===== src/rtl/rfpm_pkg.sv =====
// shared constants for the rf port multiplexer control block
package rfpm_pkg;
  // serial frame layout: read/write flag, 7 address bits, 8 data bits
  localparam int FRAME_BITS = 16;
  localparam int ADDR_W = 7;
  localparam int DATA_W = 8;
  localparam logic [4:0] HDR_DONE = 5'h08;
  localparam logic [4:0] FRAME_DONE = 5'h10;

  // register byte addresses
  localparam logic [6:0] ADDR_PORT_SWITCH = 7'h01;
  localparam logic [6:0] ADDR_RXTX = 7'h04;

  // port switch register fields
  localparam int PORT_SEL_LSB = 0;
  localparam int DETACH_BIT = 2;
  localparam logic [1:0] PORT_SEL_RESET = 2'h0;
  localparam logic DETACH_RESET = 1'b0;

  // receive / transmit level register fields
  localparam int RX_CODE_LSB = 0;
  localparam int TX_CODE_LSB = 4;
  localparam logic [3:0] RX_CODE_RESET = 4'hB;
  localparam logic [3:0] TX_CODE_RESET = 4'h7;

  // timing
  localparam int CLK_PERIOD_PS = 8000;
  localparam int BREAK_NS = 100;
  localparam int BREAK_CYCLES =
    (BREAK_NS * 1000 + CLK_PERIOD_PS - 1) / CLK_PERIOD_PS;
  localparam logic [1:0] CARRIER_DIV_LAST = 2'h3;

  typedef enum logic [1:0] {
    RFPM_SW_IDLE  = 2'b00,
    RFPM_SW_BREAK = 2'b01,
    RFPM_SW_MAKE  = 2'b10
  } rfpm_sw_state_e;
endpackage


===== src/rtl/rfpm_port_switch.sv =====
// break-before-make sequencer for the four rf ports
`timescale 1ns/10ps
module rfpm_port_switch #(
  parameter int BREAK_CYCLES = rfpm_pkg::BREAK_CYCLES
) (
  // clock and reset
  input wire logic i_mclk,
  input wire logic i_reset,
  // request from the serial side
  input wire logic i_req_toggle,
  input wire logic [1:0] i_req_port,
  // switch drive
  output logic [3:0] o_port_connect,
  output logic [3:0] o_port_term
);
  localparam int CNT_W = $clog2(BREAK_CYCLES + 1);
  localparam logic [CNT_W-1:0] BREAK_LAST = CNT_W'(BREAK_CYCLES - 1);

  logic req_meta;
  logic req_sync;
  logic req_seen;
  logic [1:0] port_hold;
  logic [3:0] connect;
  logic [CNT_W-1:0] cnt;
  rfpm_pkg::rfpm_sw_state_e state;
  rfpm_pkg::rfpm_sw_state_e next_state;

  wire req_event = req_sync ^ req_seen;
  wire break_done = (cnt == BREAK_LAST);
  wire [3:0] onehot = 4'h1 << port_hold;

  // toggle crossing: first stage is read only by the second
  always_ff @(posedge i_mclk) begin
    if (i_reset) begin
      req_meta <= 1'b0;
      req_sync <= 1'b0;
      req_seen <= 1'b0;
    end else begin
      req_meta <= i_req_toggle;
      req_sync <= req_meta;
      req_seen <= req_sync;
    end
  end

  always_comb begin
    next_state = state;
    case (state)
      rfpm_pkg::RFPM_SW_IDLE: begin
        if (req_event) begin
          next_state = rfpm_pkg::RFPM_SW_BREAK;
        end
      end
      rfpm_pkg::RFPM_SW_BREAK: begin
        if (req_event) begin
          next_state = rfpm_pkg::RFPM_SW_BREAK;
        end else if (break_done) begin
          next_state = rfpm_pkg::RFPM_SW_MAKE;
        end
      end
      rfpm_pkg::RFPM_SW_MAKE: begin
        if (req_event) begin
          next_state = rfpm_pkg::RFPM_SW_BREAK;
        end else begin
          next_state = rfpm_pkg::RFPM_SW_IDLE;
        end
      end
      default: begin
        next_state = rfpm_pkg::RFPM_SW_IDLE;
      end
    endcase
  end

  always_ff @(posedge i_mclk) begin
    if (i_reset) begin
      state <= rfpm_pkg::RFPM_SW_MAKE;
      port_hold <= rfpm_pkg::PORT_SEL_RESET;
      cnt <= '0;
      connect <= 4'h0;
    end else begin
      state <= next_state;
      if (req_event) begin
        port_hold <= i_req_port;
        connect <= 4'h0;
        cnt <= '0;
      end else if (state == rfpm_pkg::RFPM_SW_BREAK && !break_done) begin
        cnt <= cnt + CNT_W'(1);
      end else if (state == rfpm_pkg::RFPM_SW_MAKE) begin
        connect <= onehot;
      end
    end
  end

  assign o_port_connect = connect;
  assign o_port_term = ~connect;
endmodule


===== src/rtl/rfpm_top.sv =====
// serial register file, receiver decision and port control of the rf mux
// Behaviour
// - port select code 0 to 3 joins port zero to port three to the node.
// - register 0x01 holds port select and detach bit; detach 0 attaches.
// - either all ports are terminated or exactly one port is connected.
// - on a change the old port is terminated before the new one connects.
// - every port not joined to the node is switched to its termination.
// - a change starts only at the sixteenth rising clock of a whole frame.
// - a written selection crosses a synchroniser before it takes effect.
// - the receive threshold code resets to 0xB, meaning -15dBm.
// - each lower threshold code lowers the threshold by about half a dB.
// - carrier at or above threshold drives direction high and data low.
// - the keyed carrier on the selected port becomes the receive data.
// - the timebase runs from a crystal or a shared external clock.
// - the transmit level code sets the output power at the port.
// - direction is high while carrier is detected on the port, the inverse of data.
`timescale 1ns/10ps
module rfpm_top #(
  parameter int BREAK_CYCLES = rfpm_pkg::BREAK_CYCLES
) (
  // clock and reset
  input wire logic i_mclk,
  input wire logic i_reset,
  // serial register port
  input wire logic i_sclk,
  input wire logic i_chip_select_n,
  input wire logic i_sdi,
  output logic o_sdo,
  // receive path
  input wire logic [3:0] i_rx_env,
  input wire logic [3:0] i_rx_level,
  output logic o_rx_bit_out,
  output logic o_dir,
  output logic [3:0] o_rx_threshold_code,
  // transmit path
  input wire logic i_tx_bit_in,
  output logic o_tx_carrier,
  output logic [3:0] o_tx_level_code,
  // rf port switches
  output logic [3:0] o_port_connect,
  output logic [3:0] o_port_term,
  output logic o_modem_attached,
  // oscillator
  input wire logic i_osc_input_a,
  input wire logic i_osc_input_b,
  output logic o_osc_external,
  output logic o_timebase_share_out,
  output logic o_timebase_share_oe
);
  logic sclk_q;
  logic [4:0] bit_cnt;
  logic [15:0] shift_in;
  logic [7:0] rd_shift;
  logic sdo;
  logic [1:0] port_sel;
  logic detach;
  logic [3:0] rx_code;
  logic [3:0] tx_code;
  logic req_toggle;
  logic [1:0] div_cnt;
  logic carrier_phase;
  logic rx_on;
  logic osc_ext;

  // address match shared by the write strobes and the read mux
  function automatic logic addr_match(input logic [6:0] addr,
    input logic [6:0] reg_addr);
    addr_match = (addr == reg_addr);
  endfunction

  // serial frame decode
  wire sclk_rise = i_sclk & ~sclk_q;
  wire sclk_fall = ~i_sclk & sclk_q;
  wire active = ~i_chip_select_n;
  wire [15:0] frame = {shift_in[14:0], i_sdi};
  wire hdr_edge = active & sclk_rise & (bit_cnt == rfpm_pkg::HDR_DONE - 5'h1);
  wire last_edge =
    active & sclk_rise & (bit_cnt == rfpm_pkg::FRAME_DONE - 5'h1);
  wire wr_flag = ~frame[15];
  wire [6:0] wr_addr = frame[14:8];
  wire [7:0] wr_data = frame[7:0];
  wire [6:0] hdr_addr = frame[6:0];
  wire wr_port = last_edge & wr_flag &
    addr_match(wr_addr, rfpm_pkg::ADDR_PORT_SWITCH);
  wire wr_rxtx = last_edge & wr_flag &
    addr_match(wr_addr, rfpm_pkg::ADDR_RXTX);
  wire [7:0] port_reg = {5'h00, detach, port_sel};
  wire [7:0] rxtx_reg = {tx_code, rx_code};
  wire [7:0] rd_data =
    addr_match(hdr_addr, rfpm_pkg::ADDR_PORT_SWITCH) ? port_reg :
    addr_match(hdr_addr, rfpm_pkg::ADDR_RXTX) ? rxtx_reg : 8'h00;

  // serial clock history for edge detection
  always_ff @(posedge i_mclk) begin
    if (i_reset) begin
      sclk_q <= 1'b0;
    end else begin
      sclk_q <= i_sclk;
    end
  end

  always_ff @(posedge i_mclk) begin
    if (i_reset) begin
      bit_cnt <= 5'h00;
      shift_in <= 16'h0000;
    end else begin
      if (!active) begin
        bit_cnt <= 5'h00;
      end else if (sclk_rise) begin
        shift_in <= frame;
        if (bit_cnt != rfpm_pkg::FRAME_DONE) begin
          bit_cnt <= bit_cnt + 5'h01;
        end
      end
    end
  end

  // read data leave msb first on falling clocks after the header
  always_ff @(posedge i_mclk) begin
    if (i_reset) begin
      rd_shift <= 8'h00;
      sdo <= 1'b0;
    end else if (!active) begin
      sdo <= 1'b0;
    end else if (hdr_edge) begin
      rd_shift <= frame[7] ? rd_data : 8'h00;
    end else if (sclk_fall && bit_cnt >= rfpm_pkg::HDR_DONE &&
                 bit_cnt != rfpm_pkg::FRAME_DONE) begin
      sdo <= rd_shift[7];
      rd_shift <= {rd_shift[6:0], 1'b0};
    end
  end

  // port switch register and the request toggle toward the switch
  always_ff @(posedge i_mclk) begin
    if (i_reset) begin
      port_sel <= rfpm_pkg::PORT_SEL_RESET;
      detach <= rfpm_pkg::DETACH_RESET;
      req_toggle <= 1'b0;
    end else if (wr_port) begin
      port_sel <= wr_data[rfpm_pkg::PORT_SEL_LSB +: 2];
      detach <= wr_data[rfpm_pkg::DETACH_BIT];
      req_toggle <= ~req_toggle;
    end
  end

  // receive threshold and transmit level register
  always_ff @(posedge i_mclk) begin
    if (i_reset) begin
      rx_code <= rfpm_pkg::RX_CODE_RESET;
      tx_code <= rfpm_pkg::TX_CODE_RESET;
    end else if (wr_rxtx) begin
      rx_code <= wr_data[rfpm_pkg::RX_CODE_LSB +: 4];
      tx_code <= wr_data[rfpm_pkg::TX_CODE_LSB +: 4];
    end
  end

  rfpm_port_switch #(
    .BREAK_CYCLES(BREAK_CYCLES)
  ) rfpm_port_switch_i (
    .i_mclk(i_mclk),
    .i_reset(i_reset),
    .i_req_toggle(req_toggle),
    .i_req_port(port_sel),
    .o_port_connect(o_port_connect),
    .o_port_term(o_port_term)
  );

  // carrier timebase: one sample enable every fourth clock
  wire carrier_tick = (div_cnt == rfpm_pkg::CARRIER_DIV_LAST);
  wire port_env = |(i_rx_env & o_port_connect);
  wire above = port_env & (i_rx_level >= rx_code);
  wire next_rx_on = above & ~detach;

  always_ff @(posedge i_mclk) begin
    if (i_reset) begin
      div_cnt <= 2'h0;
    end else begin
      div_cnt <= div_cnt + 2'h1;
    end
  end

  // transmit carrier phase, flipped on every sample enable
  always_ff @(posedge i_mclk) begin
    if (i_reset) begin
      carrier_phase <= 1'b0;
    end else if (carrier_tick) begin
      carrier_phase <= ~carrier_phase;
    end
  end

  // receive decision, taken once per sample enable
  always_ff @(posedge i_mclk) begin
    if (i_reset) begin
      rx_on <= 1'b0;
    end else if (carrier_tick) begin
      rx_on <= next_rx_on;
    end
  end

  // external timebase detect: a driven while b held low
  always_ff @(posedge i_mclk) begin
    if (i_reset) begin
      osc_ext <= 1'b0;
    end else begin
      osc_ext <= i_osc_input_a & ~i_osc_input_b;
    end
  end

  assign o_sdo = sdo;
  assign o_dir = rx_on;
  assign o_rx_bit_out = ~rx_on;
  assign o_rx_threshold_code = rx_code;
  assign o_tx_level_code = tx_code;
  assign o_tx_carrier = carrier_phase & ~i_tx_bit_in & ~detach;
  assign o_modem_attached = ~detach;
  assign o_osc_external = osc_ext;
  assign o_timebase_share_out = 1'b0;
  assign o_timebase_share_oe = ~carrier_phase;
endmodule


===== config.mk =====
export PLATFORM = sky130hd
export DESIGN_NAME = rfpm_top
export DESIGN_NICKNAME = d
export VERILOG_FILES = /design/src/rtl/rfpm_pkg.sv /design/src/rtl/rfpm_port_switch.sv /design/src/rtl/rfpm_top.sv
export SDC_FILE = /design/constraint.sdc
export NUM_CORES = 1
export LEC_CHECK = 0
export BUFFER_PORTS_ARGS = -buffer_cell sky130_fd_sc_hd__buf_4
export CAP_MARGIN = 20
export CORE_UTILIZATION = 50
export DETAILED_ROUTE_END_ITERATION = 12
export GPL_ROUTABILITY_DRIVEN = 0
export PLACE_DENSITY = 0.71
export SYNTH_ARGS = -nofsm -noshare
export SYNTH_HDL_FRONTEND = slang
export SYNTH_SLANG_ARGS = --single-unit

===== constraint.sdc =====
create_clock -name i_mclk -period 3.3 [get_ports i_mclk]
set_input_delay 0.99 -clock i_mclk [delete_from_list [all_inputs] [get_ports i_mclk]]
set_output_delay 0.99 -clock i_mclk [all_outputs]
set_load 0.02 [all_outputs]

==> impl_results.md, run 1 <==
- First-pass GRT wire length: roughly 8.2 mm
- Root Driver: clkbuf_8
- Pleak: 1.250 nW
- Drt first pass iters: 4
- CTS resizes: 0
- Worst-Skew Late Latency: between 300 and 400 ps
- Buffers on Ports: 38
- Total I/O pin count: 40
- Slowest stage delay, CP: 170 ps
- WS Path Type: input pin to output pin
- Top-count cell post-synth: dfxtp_1
- Yosys top cell by area: dfxtp_1
- Largest cells by area after synthesis: dfxtp_1, nor2_1, a21oi_1
- Worst-path fanout max: 1
- Maximum clock frequency: between 400 and 500 MHz
- Status: complete, no violations
- Final TNS setup: 0 ps
- Final Core Density: 0.6151
- Setup WS post-layout: 927.6 ps
- Number of setup violations in the final report: 0
- Hold Crit Depth: 1
- Distinct cells, synth: 43
- Hold Vio Cnt, Final: 0
- CTS Sinks: 62
- Min Tclk post-route: 2372 ps
- Setup Skew: approximately 9.7 ps
- N_diodes: 0
- Post-synthesis sequential area ratio: 0.4605
- Cell area power density: 429.7 mW/mm^2
- Routed len/inst: 12.22 um
- Max-slew headroom: 0.6232
- Post-CTS Hold Buffers: 0
- Main synth FF type: dfxtp_1
- Gr usage total: 0.1911
- Post-CTS Setup Repair Bufs: 0
- Switching share of total power: 0.2308
- Core area: 0.005140 mm^2
- Ys Warns: 0
- Initial antenna violation count: 0
- Share of layout cells above drive strength 1: 0.1643
- Critical Path Start Type: input pin
- R2r worst-path depth: 7
- Area growth from synthesis to layout: 17.32%
- ANT nets after route: 0
- Syn nets: between 300 and 400
- Site Rows: 26
- Worst Hold Class: flip-flop to flip-flop
- Vias in the first global route: 1852
- Top cells by count, synth: dfxtp_1, nor2_1, nand2_1
- Slew Limit Fails: 0
- Clk pwr share: 0.380
- Placed cells: 410
- Synthesized area: 0.002695 mm^2
- DIE AREA: about 0.0057 mm^2
- Period Utilization, post-route: 0.7189
- Critical path's slowest cell: buf_4
- Clock Tree Buf Depth: 2
- Avg Cell Area, Syn: roughly 8.6 um^2
- # nets final: 377
- Post-synth EDFFs: 0
- Final Non-Filler Cells: approximately 420
- Worst Tran Pin Value: 565.2 ps
- Total Routed Length: slightly above 5 mm
- Flops & latches, synth: 62
- Die Y: 75.42 um
- HPWL after DPL: 3.538 mm
- Most used cell, CP: buf_4
- Maxcap violations: 0
- CP endpoint kind: output pin
- Clock transition at path regs: 60 ps
- Die W: 75.42 um
- Detailed Route Iter0 Violations: ~120
- RSZ-0062 raised after global routing: no
- Inserted Clock Buffers: 9
- Internal power: 0.001045 W
- Pre-CTS WS: 712.0 ps
- Global route overflow: 0
- CTS tree: yes
- DR vias: 2157
- Initial Util: 0.5243
- P_sw: 0.0003135 W
- Pin count of the biggest net entering global routing: 52
- Flop pwr share: 0.561
- Cell-by-cell trace of the critical path: buf_4 > nor3_1 > buf_4
- Asr flop ratio synth: 0
- Worst EP required: 2310 ps
- Share of the synthesized area in the top cell type: 0.4605
- Cells after Synth: 314
- CP Data Arrival Time: 1380 ps
- Via-per-instance ratio: 5.099
- H-Tree Depth: 3
- Peak supply drop: between 0.2 and 0.3 mV
- Comb pwr share: 0.059
- Post-route DRC violation count: 0
layer usage:
layer	vias up	wire length, um	track usage
li1	1131	-	-
met4	0	107	0.1049
met1	985	2540	0.2533
met3	9	158	0.03968
met2	32	2363	0.2917
met5	-	0	0
worst max-delay path, delay by kind of cell:
family	cells	cell delay, ps
buffers and inverters	2	280
and+or+nand+nor	1	120
sequential cells by signal, indices dropped and copies added, names as in the netlist, 2 cells and up:
signal,count
shift_in,15
rd_shift,8
bit_cnt,5
o_rx_threshold_code,4
o_tx_level_code,4
rfpm_port_switch_i.cnt,4
rfpm_port_switch_i.o_port_connect,4
div_cnt,2
port_sel,2
rfpm_port_switch_i.port_hold,2
rfpm_port_switch_i.state,2
placed cells by master (no fill, tap or decap), types with 2 or more instances in the layout:
master	netlist	final
a21oi_1	31	31
a22o_1	2	2
nor2b_1	10	10
xor2_1	4	4
buf_4	1	40
a211o_1	6	6
clkbuf_8	0	9
a211oi_1	7	7
inv_1	24	24
mux2i_1	5	5
a21o_1	3	3
nand4_1	3	3
o21ai_0	7	7
dfxtp_1	62	62
nor3b_1	5	5
a22oi_1	3	3
xnor2_1	4	4
nand2b_1	4	4
nor3_1	4	4
nand2_1	37	37
nand3_1	5	5
nor2_1	45	45
or3_1	2	2
clkinv_2	0	3
ha_1	10	10
kinds of logic (layout without fill, tap and decap cells):
| group | count (synthesis) | after routing | synth area share |
|---|---|---|---|
| buffers and inverters | 38 | 77 | 0.05710 |
| AOI/OAI and AO/OA | 67 | 67 | 0.1634 |
| xor gates and xnor gates | 8 | 8 | 0.02600 |
| other | 1 | 1 | 0.001391 |
| muxes | 5 | 5 | 0.01857 |
| adders and majority gates | 10 | 10 | 0.04643 |
| DFF | 62 | 62 | 0.4605 |
| and+or+nand+nor | 123 | 123 | 0.2266 |
worst paths after layout:
path                           startpoint                        to  slack [ps]
setup reg to reg  bit_cnt[0]$_SDFFE_PP0P_  rd_shift[2]$_SDFFE_PP0P_        1080
hold reg to reg     div_cnt[0]$_SDFF_PP0_     div_cnt[0]$_SDFF_PP0_         420
hold / removal      div_cnt[0]$_SDFF_PP0_     div_cnt[0]$_SDFF_PP0_         420
setup / recovery              i_tx_bit_in              o_tx_carrier         930
final cells by class:
cell class / count / area [um^2]
clock inverters: 3 / 15.01
repair buffers: 40 / 300.3
clock buffers: 10 / 127.6
inverters: 24 / 90.09
flip-flops and latches: 62 / 1241
well taps: 70 / 87.58
multi-input cells: 214 / 1300
fillers: 470 / 1978
power groups by stage:
| stage | logic [W] | clock network, W | registers (W) |
|---|---|---|---|
| 3_5_place_dp | 0.0000805 | 0 | 0.000778 |
| 3_3_place_gp | 0.0000788 | 0 | 0.000778 |
| 4_1_cts | 0.0000809 | 0.000526 | 0.000762 |
| 6_report | 0.0000801 | 0.000517 | 0.000762 |
| 5_1_grt | 0.0000884 | 0.000561 | 0.000762 |
| 2_1_floorplan | 0.0000495 | 0 | 0.000779 |
per-stage QoR:
stage | instance area [um^2] | power [W] | hold WS (ps)
floorplan | 2695 | 0.0008284 | 389.6
global placement | 3019 | 0.0008569 | 398.4
detailed placement | 3019 | 0.0008588 | 410.4
CTS | 3162 | 0.001369 | 420.5
global route | 3162 | 0.001411 | 436.8
finish | 3162 | 0.001359 | 415.2
No activity file was read; power rests on OpenSTA's default activity.
==> run 2, diff against run 1 <==
--- a/config.mk
+++ b/config.mk
@@ -10,7 +10,7 @@
 export CORE_UTILIZATION = 50
 export DETAILED_ROUTE_END_ITERATION = 12
 export GPL_ROUTABILITY_DRIVEN = 0
-export PLACE_DENSITY = 0.71
+export PLACE_DENSITY = 0.74
 export SYNTH_ARGS = -nofsm -noshare
 export SYNTH_HDL_FRONTEND = slang
 export SYNTH_SLANG_ARGS = --single-unit
==> constraint.sdc (replaced) <==
create_clock -name i_mclk -period 2 [get_ports i_mclk]
set_input_delay 0.6 -clock i_mclk [delete_from_list [all_inputs] [get_ports i_mclk]]
set_output_delay 0.6 -clock i_mclk [all_outputs]
set_load 0.02 [all_outputs]
==> impl_results.md, run 2 (synthesis gave the netlist of run 1 again) <==
- Die W: 75.42 um (unchanged)
- Die Y: 75.42 um (unchanged)
- Hold Vio Cnt, Final: 0 (unchanged)
- Total Routed Length: 5.263 mm (+1.8%)
- Initial antenna violation count: 0 (unchanged)
- Peak supply drop: 0.3665 mV (+40%)
- HPWL after DPL: 3.762 mm (+6.3%)
- Inserted Clock Buffers: 9 (unchanged)
- Comb pwr share: 0.062 (+0.003)
- Buffers on Ports: 38 (unchanged)
- Routed len/inst: 12.13 um (-0.78%)
- Worst-Skew Late Latency: 340 ps (about the same)
- N_diodes: 0 (unchanged)
- Drt first pass iters: 6 (+2)
- Worst EP required: 2250 ps (-60 ps)
- Critical Path Start Type: flip-flop
- Root Driver: clkbuf_8
- Gr usage total: 0.2052 (+0.01405)
- Period Utilization, post-route: 0.9616
- CP Launch Point: bit_cnt[1]$_SDFFE_PP0P_
- Maximum clock frequency: ~520 MHz
- Internal power: 0.001729 W (+65%)
- Top flop regs: shift_in (15), rd_shift (8), bit_cnt (5)
- # nets final: 388 (+2.9%)
- Hold Crit Depth: 2 (+1)
- First-pass GRT wire length: 8.597 mm (+5.0%)
- Min Tclk post-route: slightly below 2000 ps
- CP endpoint kind: flip-flop
- DR vias: 2223 (+3.1%)
- Top reg by flops: shift_in
- Via-per-instance ratio: 5.122 (+0.45%)
- Cell area power density: 690.9 mW/mm^2 (+61%)
- CTS tree: yes
- Core area: 0.005140 mm^2 (unchanged)
- Setup Skew: 7.739 ps (-1.943 ps)
- Status: complete, no violations
- Total I/O pin count: 40 (unchanged)
- CTS Sinks: 62 (unchanged)
- Max reg flops: 15 (unchanged)
- Switching share of total power: 0.2351 (+0.004282)
- Worst Hold Class: input pin to flip-flop
- FF-to-FF Start: bit_cnt[1]$_SDFFE_PP0P_
- Fin Hold WS: 419.7 ps (+4.526 ps)
- ANT nets after route: 0 (unchanged)
- H-Tree Depth: 3 (unchanged)
- Slew Limit Fails: 0 (unchanged)
- DIE AREA: 0.005687 mm^2 (unchanged)
- Vias in the first global route: 2034 (+9.8%)
- Clk pwr share: 0.383 (+0.003)
- Maxcap violations: 0 (unchanged)
- Commonest non-fill, non-tap cell in the layout: dfxtp_1
- Area growth from synthesis to layout: 21.40%
- Share of layout cells above drive strength 1: 0.1978 (+0.03350)
- Post-route DRC violation count: 0 (unchanged)
- Clock Tree Buf Depth: 2 (unchanged)
- R2r worst-path depth: 8 (+1)
- Clock transition at path regs: 70 ps (about the same)
- Detailed Route Iter0 Violations: 151 (+31%)
- Global route overflow: 0 (unchanged)
- Initial Util: 0.5243 (unchanged)
- Pin count of the biggest net entering global routing: 23 (-56%)
- Number of setup violations in the final report: 0 (unchanged)
- RSZ-0062 raised after global routing: yes
- Total power: 0.002261 W (+66%)
- Flop pwr share: 0.555 (-0.006)
- Site Rows: 26 (unchanged)
- Worst hold start: i_osc_input_b
- Max-slew headroom: 0.6380 (+0.01476)
- Final Core Density: 0.6366 (+0.02142)
- Pleak: 1.312 nW (+5.0%)
- Most frequent cells in the layout: dfxtp_1, buf_4, nor2_1
- Worst Tran Pin Value: 543.0 ps (-22.14 ps)
- CP Data Arrival Time: 2180 ps (+800 ps)
- Worst-path fanout max: 6 (+5)
- P_sw: 0.0005314 W (+69%)
- WS Path Type: flip-flop to flip-flop
[run 2: cell types whose count changed in the layout (fill, tap and decap cells not counted)]
cell | before | now
buf_6 | 0 | 2
or4b_1 | 1 | 0
dfxtp_1 | 62 | 61
nor4b_1 | 1 | 0
or4b_4 | 0 | 1
nor4b_4 | 0 | 1
buf_4 | 40 | 49
dfxtp_2 | 0 | 1
[run 2: area by class of cell]
type	count	area (um^2)
Clock buffer	10	127.6
Clock inverter	3	15.01
Fill cell	445	1868
Inverter	24	90.09
Multi-Input combinational cell	214	1319
Sequential cell	62	1242
Tap cell	70	87.58
Timing Repair Buffer	51	390.4
[run 2: worst max-delay path, stage by stage, from the launching register on]
cell and delay, ps:
dfxtp_2 350, inv_1 40, ha_1 180, nor3b_1 140, or4b_4 510, buf_6 150, a21oi_4 200, nor2_1 60
a211oi_1 190
[run 2: what timing repair did]
| action | CTS | global route |
|---|---|---|
| setup buffers | 0 | 2 |
| pin swaps | 1 | 7 |
| hold buffers | 0 | 0 |
| setup endpoints to repair | 5 | 17 |
| gates resized for setup | 1 | 4 |
| hold endpoints to repair | 0 | 0 |
[run 2: metrics by stage]
step,setup TNS (ps),cells,cell area (um^2),setup slack (ps)
2_1_floorplan,0,314,2705,35.68
3_3_place_gp,-129.8,419,3093,-31.56
3_5_place_dp,-345.6,419,3093,-82.78
4_1_cts,0,432,3239,14.96
5_1_grt,0,434,3272,0.04952
6_report,0,434,3272,76.88
[run 2: power by group through the flow]
stage	clock network [W]	logic (W)	registers, W
global placement	0	0.000138	0.00128
floorplan	0	0.0000818	0.00129
finish	0.000865	0.000140	0.00126
CTS	0.000883	0.000141	0.00126
global route	0.000930	0.000156	0.00126
detailed placement	0	0.000140	0.00128
[run 2: worst paths after layout]
| check | slack, ps | end |
|---|---|---|
| setup / recovery | 80 | rd_shift[5]$_SDFFE_PP0P_ |
| hold / removal | 420 | o_osc_external$_SDFF_PP0_ |
| hold reg to reg | 430 | div_cnt[0]$_SDFF_PP0_ |
| setup reg to reg | 80 | rd_shift[5]$_SDFFE_PP0P_ |
[run 2: layer usage]
metal	vias up	wire, um	global-route usage
met5	-	0	0
met4	0	107	0.1173
met3	9	152	0.03968
met2	37	2456	0.3413
met1	1029	2546	0.2488
li1	1148	-	-
